$ cat config.mk
export PLATFORM = sky130hd
export DESIGN_NAME = sfsw_core
export DESIGN_NICKNAME = d
export VERILOG_FILES = /design/src/verilog/sfsw_core.v /design/src/verilog/sfsw_shift.v /design/src/verilog/sfsw_sync.v
export VERILOG_INCLUDE_DIRS = /design/src /design/src/verilog
export SDC_FILE = /design/constraint.sdc
export NUM_CORES = 1
export LEC_CHECK = 0
export BUFFER_PORTS_ARGS = -buffer_cell sky130_fd_sc_hd__buf_2
export CAP_MARGIN = 10
export CORE_ASPECT_RATIO = 0.6
export CORE_MARGIN = 3
export CORE_UTILIZATION = 53
export DETAILED_ROUTE_END_ITERATION = 8
export PLACE_DENSITY = 0.77
export RECOVER_POWER = 50
export SLEW_MARGIN = 20
export SYNTH_ARGS = -nofsm -noshare
export SYNTH_HDL_FRONTEND = slang
export SYNTH_HIERARCHICAL = 1
export SYNTH_SLANG_ARGS = --single-unit
export TNS_END_PERCENT = 5
$ cat constraint.sdc
create_clock -name clk -period 2 [get_ports clk]
set_input_delay 0.1 -clock clk [delete_from_list [all_inputs] [get_ports clk]]
set_output_delay 0.1 -clock clk [all_outputs]
set_load 0.005 [all_outputs]
$ cat src/verilog/sfsw_regs.vh
// constants of the serial flash status-write and identification block
`ifndef SFSW_REGS_VH
`define SFSW_REGS_VH
// ==========================================================================
// opcodes
`define SFSW_OP_WRITE_PROT   8'h01
`define SFSW_OP_WRITE_RSTEN  8'h31
`define SFSW_OP_READ_ID      8'h9f
`define SFSW_OP_WRITE_ENABLE 8'h06
`define SFSW_OP_WRITE_DIS    8'h04
// ==========================================================================
// field positions
`define SFSW_PROT_LOCK_BIT   3'd7
`define SFSW_PROT_ARRAY_BIT  3'd2
`define SFSW_RSTEN_BIT       3'd4
`define SFSW_ID_FAMILY_MSB   7
`define SFSW_ID_FAMILY_LSB   5
`define SFSW_ID_DENS_MSB     4
`define SFSW_ID_DENS_LSB     0
// ==========================================================================
// reset values and counts
`define SFSW_RST_LOCK        1'b0
`define SFSW_RST_ARRAY       1'b0
`define SFSW_RST_RSTEN       1'b0
`define SFSW_RST_WEL         1'b0
`define SFSW_ID_BYTES        3'd4
`define SFSW_EXT_LEN         8'h00
`endif

$ cat src/verilog/sfsw_core.v
// spi command handler for protection, reset-enable writes and id read
`include "sfsw_regs.vh"
`default_nettype none
// Operation
// - protection write is opcode 01h plus one byte, needs write enable latch set
// - data bit 7 gives new lock, bit 2 gives array protect; rest ignored
// - bytes after the single data byte are ignored
// - at deselect after valid write, update lock and protect, clear latch
// - protection change depends on new lock, prior lock and write-protect pin
// - short or unaligned protection write aborts, clears latch, keeps bits
// - with write-protect asserted lock may only be set; clearing is ignored
// - reset-enable write is opcode 31h plus one byte after write enable
// - data bit 4 is the new reset-command enable value
// - at deselect after valid write, update reset enable, clear latch
// - short or unaligned reset-enable write aborts, keeps bit, clears latch
// - id read opcode 9Fh, then id bytes driven on serial output
// - output manufacturer, two device bytes, then zero extension length
// - after length byte serial output floats, no more data
// - deselect ends id read and floats serial output, even mid-byte
// - id byte one family and density, byte two sub code and version
// - with latch clear, both status writes are refused; latch clear at reset
// - lock set with write-protect asserted freezes array protect
// - reset enable powers up zero
module sfsw_core #(
  parameter [7:0] MANUF_ID   = 8'h5a, // arbitrary value
  parameter [2:0] FAMILY     = 3'h5,  // arbitrary value
  parameter [4:0] DENSITY    = 5'h0a, // arbitrary value
  parameter [2:0] SUB_CODE   = 3'h2,  // arbitrary value
  parameter [4:0] PROD_VER   = 5'h03  // arbitrary value
) (
  input  wire       clk,
  input  wire       rst_b,
  input  wire       cs_b,
  input  wire       sck,
  input  wire       si,
  input  wire       wp_b,
  output wire       so_o,
  output wire       so_oe_b,
  input  wire       wel_set,
  input  wire       wel_clr,
  output reg        write_enable_latch,
  output reg        protection_lock,
  output reg        array_protect,
  output reg        reset_command_enable,
  output wire [7:0] protection_status_byte,
  output wire [7:0] reset_enable_status_byte
);
  // ==========================================================================
  // pin synchronisers
  wire cs_b_s;
  wire sck_s;
  wire si_s;
  wire wp_b_s;

  sfsw_sync #(.INIT(1'b1)) u_sync_cs (.clk(clk), .rst_b(rst_b), .pin(cs_b), .level(cs_b_s));
  sfsw_sync #(.INIT(1'b0)) u_sync_sck (.clk(clk), .rst_b(rst_b), .pin(sck), .level(sck_s));
  sfsw_sync #(.INIT(1'b0)) u_sync_si (.clk(clk), .rst_b(rst_b), .pin(si), .level(si_s));
  sfsw_sync #(.INIT(1'b1)) u_sync_wp (.clk(clk), .rst_b(rst_b), .pin(wp_b), .level(wp_b_s));

  // ==========================================================================
  // edge detection
  reg  sck_d_r;
  reg  cs_d_r;
  wire sel      = ~cs_b_s;
  wire rise     = sel & sck_s & ~sck_d_r;
  wire fall     = sel & ~sck_s & sck_d_r;
  wire deselect = cs_b_s & ~cs_d_r;
  wire select   = ~cs_b_s & cs_d_r;

  always @(posedge clk or negedge rst_b) begin
    if (!rst_b) begin
      sck_d_r <= 1'b0;
      cs_d_r  <= 1'b1;
    end else begin
      sck_d_r <= sck_s;
      cs_d_r  <= cs_b_s;
    end
  end

  // ==========================================================================
  // shifter
  wire [7:0] rx_byte;
  wire       rx_done;
  wire [2:0] bit_cnt;
  wire       dout;
  reg        load_r;
  reg  [7:0] load_byte_r;

  sfsw_shift u_shift (
    .clk      (clk),
    .rst_b    (rst_b),
    .clr      (select),
    .rise     (rise),
    .fall     (fall),
    .din      (si_s),
    .load     (load_r),
    .load_byte(load_byte_r),
    .rx_byte  (rx_byte),
    .rx_done  (rx_done),
    .bit_cnt  (bit_cnt),
    .dout     (dout)
  );

  // ==========================================================================
  // command state machine
  localparam [2:0] ST_IDLE  = 3'd0;
  localparam [2:0] ST_OPC   = 3'd1;
  localparam [2:0] ST_PDATA = 3'd2;
  localparam [2:0] ST_RDATA = 3'd3;
  localparam [2:0] ST_ID    = 3'd4;
  localparam [2:0] ST_SKIP  = 3'd5;

  reg [2:0] state_r;
  reg       got_data_r;
  reg [7:0] data_r;
  reg       is_prot_r;
  reg [2:0] id_idx_r;
  reg       drive_r;

  wire [7:0] id_dev1 = {FAMILY, DENSITY};
  wire [7:0] id_dev2 = {SUB_CODE, PROD_VER};

  reg [7:0] id_byte;
  always @* begin
    case (id_idx_r)
      3'd0:    id_byte = MANUF_ID;
      3'd1:    id_byte = id_dev1;
      3'd2:    id_byte = id_dev2;
      default: id_byte = `SFSW_EXT_LEN;
    endcase
  end

  wire       aligned  = (bit_cnt == 3'd0);
  wire       wp_on    = ~wp_b_s;
  wire       new_lock = data_r[`SFSW_PROT_LOCK_BIT];
  // clearing the lock under write-protect kills the whole write
  wire       lock_veto = wp_on & protection_lock & ~new_lock;
  wire       ap_frozen = wp_on & protection_lock;
  wire       commit   = got_data_r & aligned;
  reg        wel_drop;

  always @(posedge clk or negedge rst_b) begin
    if (!rst_b) begin
      state_r     <= ST_IDLE;
      got_data_r  <= 1'b0;
      data_r      <= 8'h00;
      is_prot_r   <= 1'b0;
      id_idx_r    <= 3'd0;
      drive_r     <= 1'b0;
      load_r      <= 1'b0;
      load_byte_r <= 8'h00;
      protection_lock      <= `SFSW_RST_LOCK;
      array_protect        <= `SFSW_RST_ARRAY;
      reset_command_enable <= `SFSW_RST_RSTEN;
      wel_drop    <= 1'b0;
    end else begin
      load_r   <= 1'b0;
      wel_drop <= 1'b0;
      if (deselect) begin
        drive_r <= 1'b0;
        if (state_r == ST_PDATA || state_r == ST_RDATA) begin
          wel_drop <= 1'b1;
          if (commit && is_prot_r && !lock_veto) begin
            protection_lock <= new_lock;
            if (!ap_frozen) begin
              array_protect <= data_r[`SFSW_PROT_ARRAY_BIT];
            end
          end
          if (commit && !is_prot_r) begin
            reset_command_enable <= data_r[`SFSW_RSTEN_BIT];
          end
        end
        state_r <= ST_IDLE;
      end else if (select) begin
        state_r    <= ST_OPC;
        got_data_r <= 1'b0;
      end else if (rx_done) begin
        case (state_r)
          ST_OPC: begin
            if (rx_byte == `SFSW_OP_WRITE_PROT && write_enable_latch) begin
              state_r   <= ST_PDATA;
              is_prot_r <= 1'b1;
            end else if (rx_byte == `SFSW_OP_WRITE_RSTEN && write_enable_latch) begin
              state_r   <= ST_RDATA;
              is_prot_r <= 1'b0;
            end else if (rx_byte == `SFSW_OP_READ_ID) begin
              state_r     <= ST_ID;
              id_idx_r    <= 3'd1;
              load_r      <= 1'b1;
              load_byte_r <= MANUF_ID;
              drive_r     <= 1'b1;
            end else begin
              state_r <= ST_SKIP;
            end
          end
          ST_PDATA, ST_RDATA: begin
            if (!got_data_r) begin
              data_r     <= rx_byte;
              got_data_r <= 1'b1;
            end
          end
          ST_ID: begin
            if (id_idx_r == `SFSW_ID_BYTES) begin
              drive_r <= 1'b0;
              state_r <= ST_SKIP;
            end else begin
              load_r      <= 1'b1;
              load_byte_r <= id_byte;
              id_idx_r    <= id_idx_r + 3'd1;
            end
          end
          default: state_r <= state_r;
        endcase
      end
    end
  end

  // ==========================================================================
  // write enable latch, shared with the rest of the device
  always @(posedge clk or negedge rst_b) begin
    if (!rst_b) begin
      write_enable_latch <= `SFSW_RST_WEL;
    end else if (wel_set) begin
      write_enable_latch <= 1'b1;
    end else if (wel_drop || wel_clr) begin
      write_enable_latch <= 1'b0;
    end
  end

  // ==========================================================================
  // status views and serial output
  assign protection_status_byte   = {protection_lock, 4'h0, array_protect, write_enable_latch, 1'b0};
  assign reset_enable_status_byte = {3'h0, reset_command_enable, 4'h0};
  assign so_o    = dout;
  assign so_oe_b = ~(drive_r & sel);
endmodule
`default_nettype wire

$ cat src/verilog/sfsw_shift.v
// serial byte shifter: msb-first input assembly and output serialiser
`default_nettype none
module sfsw_shift (
  input  wire       clk,
  input  wire       rst_b,
  input  wire       clr,
  input  wire       rise,
  input  wire       fall,
  input  wire       din,
  input  wire       load,
  input  wire [7:0] load_byte,
  output reg  [7:0] rx_byte,
  output reg        rx_done,
  output reg  [2:0] bit_cnt,
  output reg        dout
);
  reg [7:0] tx_r;

  always @(posedge clk or negedge rst_b) begin
    if (!rst_b) begin
      rx_byte <= 8'h00;
      rx_done <= 1'b0;
      bit_cnt <= 3'd0;
      tx_r    <= 8'h00;
      dout    <= 1'b0;
    end else begin
      rx_done <= 1'b0;
      if (clr) begin
        bit_cnt <= 3'd0;
      end else if (rise) begin
        rx_byte <= {rx_byte[6:0], din};
        bit_cnt <= bit_cnt + 3'd1;
        if (bit_cnt == 3'd7) begin
          rx_done <= 1'b1;
        end
      end
      // output changes on the falling edge so the host samples it rising
      if (load) begin
        tx_r <= load_byte;
        dout <= load_byte[7];
      end else if (fall && bit_cnt != 3'd0) begin
        dout <= tx_r[3'd7 - bit_cnt];
      end
    end
  end
endmodule
`default_nettype wire

$ cat src/verilog/sfsw_sync.v
// three-stage synchroniser with agreement filter for one pin
`default_nettype none
module sfsw_sync #(
  parameter INIT = 1'b0
) (
  input  wire clk,
  input  wire rst_b,
  input  wire pin,
  output reg  level
);
  reg s1_r;
  reg s2_r;
  reg s3_r;

  // level only moves once stages two and three agree
  always @(posedge clk or negedge rst_b) begin
    if (!rst_b) begin
      // start at the pin's idle level so no false edge follows reset
      s1_r  <= INIT;
      s2_r  <= INIT;
      s3_r  <= INIT;
      level <= INIT;
    end else begin
      s1_r <= pin;
      s2_r <= s1_r;
      s3_r <= s2_r;
      if (s2_r == s3_r) begin
        level <= s3_r;
      end
    end
  end
endmodule
`default_nettype wire
==> summary.txt <==
Place
  • Final Wtd Congestion: 0.8849
  • Input/output buffers: 17
  • Post-DP HPWL: approximately 3700 um
  • Placed inst area: 0.003085 sq mm

Power
  • Power share of the sequential group: 47.3%
  • Comb pwr share: 18.6%
  • Total power: ~0.0034 W
  • Switching pwr: around 0.00095 W
  • Switch share: approximately 28%
  • Clock network power share: between 30% and 40%
  • Internal power: roughly 0.0024 W
  • Leak Pwr: ~1.6 nW
  • Pwr per Cell Area: roughly 1000 mW/mm^2
  • Max VDD drop: around 0.58 mV

Layout
  • Final Cell Area: approximately 0.0033 sq mm
  • Area Overhead vs Synth: 14.31%
  • Ratio of cells with drive above 1 in the final layout: between 20% and 30%
  • ANT cells: 0
  • # nets final: roughly 290
  • Final design utilization: between 60% and 70%
  • Seq. cell area: ~0.0016 sq mm
  • Area of the multi-input gates: 0.001166 sq mm
  • Fill cell count: 406

Die
  • Initial core utilization: between 50% and 60%
  • I/O pins: 30
  • Core Footprint: between 0.005 and 0.006 sq mm
  • Die area: 0.006484 sq mm
  • Row count: 20
  • Die height: 63.59 um
  • Die X: approximately 100 um

Critical path
  • CP required: 2.22 ns
  • Element type at the critical path end: flip-flop
  • CP Max Fanout: 5
  • Crit path DAT: roughly 2.1 ns
  • CP startpoint kind: flip-flop
  • Critical path class: flip-flop to flip-flop

Timing
  • Setup TNS: 0 ns
  • Tcrit/Tclk final: between 90 and 100%
  • Final Max Slew Viols: 0
  • Fmax: ~0.54 GHz
  • Slew of the pin with the lowest slew margin: ~0.67 ns
  • RSZ-0062 raised after global routing: no
  • Final-report setup violation count: 0
  • Final hold violations: 0
  • Slew HR: 55.53%
  • Minimum clock period after layout: between 1.5 and 2 ns
  • Worst Skew: roughly 0.011 ns

GRT
  • Largest net degree at the start of global routing: 53
  • Initial antenna violation count: 0
  • First-pass GRT wire length: just under 9000 um
  • Number of global-route vias before repair: 1718
  • Global route overflow: 0
  • All-Layer GR Usage: between 10% and 20%

Clocking
  • Root buffer cell: clkbuf_8
  • Clk slew on worst S/H paths: approximately 0.06 ns
  • Cells resized by post-CTS repair: 0
  • Max Root-Sink Buffers: 2
  • CTS Sinks: 63
  • Clk_lat worst skew: 0.34 ns
  • CTS tree: built
  • Cts bufs inserted: 9
  • H-tree levels: 3

Synth
  • FFs w/ async S/R, synth: 100.0%
  • Yosys cell types: 54
  • Area contributors post-synth: dfrtp_1 46%, mux2_2 8.5%, dfstp_2 8.1%
  • EDFF count, synth: 0
  • Mapped Area: slightly below 0.003 sq mm
  • Register area share after synthesis: around 54%
  • Cell count after synthesis: 233
  • Mean Syn Cell Area: 12.57 sq um
  • Cell taking the most area after synthesis: dfrtp_1
  • Primary FF master, synth: dfrtp_1
  • Synth warn: 6
  • Synth top area share: between 40% and 50%
  • Flops & latches, synth: 63

Run status
  • Status: finished, final reports clean

Drt
  • Initial DRC count: 65
  • Via count: ~1800
  • Drc violations: 0
  • Routed WL: approximately 5200 um
  • 1st-pass router iterations: 5
  • ANT nets after route: 0
  • Wire per inst: 15.23 um
  • Vias per cell: between 5 and 6

Run
  • Max-cap check violation count: 0

Worst hold path
  • Min-delay worst type: primary input to flip-flop
through the flow:
step / instances / worst slack [ns] / hold WS [ns]
5_1_grt: 341 / 0.01424 / 0.07814
3_3_place_gp: 318 / 0.1387 / 0.001158
3_5_place_dp: 318 / 0.09564 / -0.0005627
6_report: 341 / 0.1356 / 0.08252
4_1_cts: 340 / 0.08171 / 0.07033
2_1_floorplan: 245 / 0.05764 / -0.1956
final timing paths:
path | from | to | slack, ns | depth (start not counted)
max reg2reg | cs_d_r | is_prot_r | 0.14 | 7
min in group asynchronous | rst_b | reset_command_enable | 0.28 | 2
min reg2reg | u_sync_sck/s1_r | u_sync_sck/s2_r | 0.35 | 0
min | wel_clr | write_enable_latch | 0.08 | 3
max in group asynchronous | rst_b | u_shift/rx_byte[7] | 0.56 | 3
max | cs_d_r | is_prot_r | 0.14 | 7
power by group through the flow:
stage | clock network, W | registers (W) | logic, W
4_1_cts | 0.00118 | 0.00158 | 0.000625
3_3_place_gp | 0 | 0.00160 | 0.000598
6_report | 0.00114 | 0.00158 | 0.000623
3_5_place_dp | 0 | 0.00161 | 0.000610
2_1_floorplan | 0 | 0.00156 | 0.000485
5_1_grt | 0.00126 | 0.00160 | 0.000691
layer usage:
metal | track usage [%] | wire [um] | up-vias
li1 | - | - | 869
met4 | 4.910 | 61 | 0
met2 | 21.52 | 2021 | 41
met5 | 0 | 0 | -
met3 | 7.412 | 304 | 6
met1 | 29.26 | 2805 | 855
final cells by class:
class                   count  share of cell area, %
clock buffers              14                  5.157
inverters                  16                  1.794
flip-flops and latches     63                  47.42
multi-input cells         144                  34.83
clock inverters             2                  1.121
repair buffers             36                  7.212
well taps                  66                  2.466
cells by family (layout without fill, tap and decap cells):
logic type / after synthesis / in the layout / share of synthesized area (%)
muxes: 31 / 31 / 11.70
and+or+nand+nor: 53 / 53 / 10.89
xor gates and xnor gates: 3 / 3 / 0.8972
buffers and inverters: 38 / 68 / 7.646
DFF: 63 / 63 / 54.21
adders and majority gates: 13 / 13 / 5.382
AOI/OAI and AO/OA: 31 / 31 / 9.142
other: 1 / 13 / 0.1280
worst max-delay path: stages, from the launching register on:
cell	delay [ns]
dfstp_2	0.53
inv_1	0.04
ha_1	0.25
nor3b_1	0.37
buf_4	0.19
nand4_1	0.10
o21ai_0	0.19
a2bb2oi_1	0.08
state kept, by name, indices dropped and copies added (netlist names), 3 cells and up:
name,cells
u_shift/rx_byte,8
u_shift/tx_r,8
load_byte_r,6
data_r,3
id_idx_r,3
state_r,3
u_shift/bit_cnt,3
cells in the mapped netlist, types with 2 or more instances:
| library cell | instances |
|---|---|
| mux2_2 | 22 |
| nor4_1 | 2 |
| nand2b_1 | 2 |
| dfstp_2 | 9 |
| a31oi_1 | 3 |
| buf_2 | 2 |
| mux2i_1 | 8 |
| buf_4 | 17 |
| nor2b_1 | 5 |
| a21o_1 | 3 |
| maj3_2 | 4 |
| and2_1 | 2 |
| nand2_1 | 9 |
| inv_1 | 16 |
| a2bb2oi_1 | 3 |
| nor2_1 | 10 |
| nor3b_1 | 3 |
| nor3_1 | 4 |
| nor4b_1 | 2 |
| xnor2_1 | 3 |
| ha_1 | 9 |
| a2111oi_1 | 2 |
| dfrtp_1 | 54 |
| buf_6 | 2 |
| nand4_1 | 3 |
| a21oi_1 | 2 |
| a311oi_1 | 2 |
| o21ai_0 | 4 |
cell usage in the layout (no fill, tap or decap), types with 4 or more instances in the layout:
| cell | count |
|---|---|
| o21ai_0 | 4 |
| mux2_2 | 22 |
| buf_4 | 12 |
| ha_1 | 9 |
| nor2b_1 | 5 |
| dfstp_2 | 5 |
| buf_2 | 16 |
| dfstp_1 | 4 |
| nand2_1 | 9 |
| nor2_1 | 10 |
| dfrtp_1 | 54 |
| conb_1 | 13 |
| mux2i_1 | 8 |
| dlygate4sd3_1 | 6 |
| inv_1 | 16 |
| clkbuf_8 | 12 |
what timing repair did:
item / CTS / global route
hold buffers: 6 / 0
hold endpoints to repair: 54 / 0
setup endpoints to repair: 0 / 7
setup buffers: 0 / 1
No activity file was read; power rests on OpenSTA's default activity.
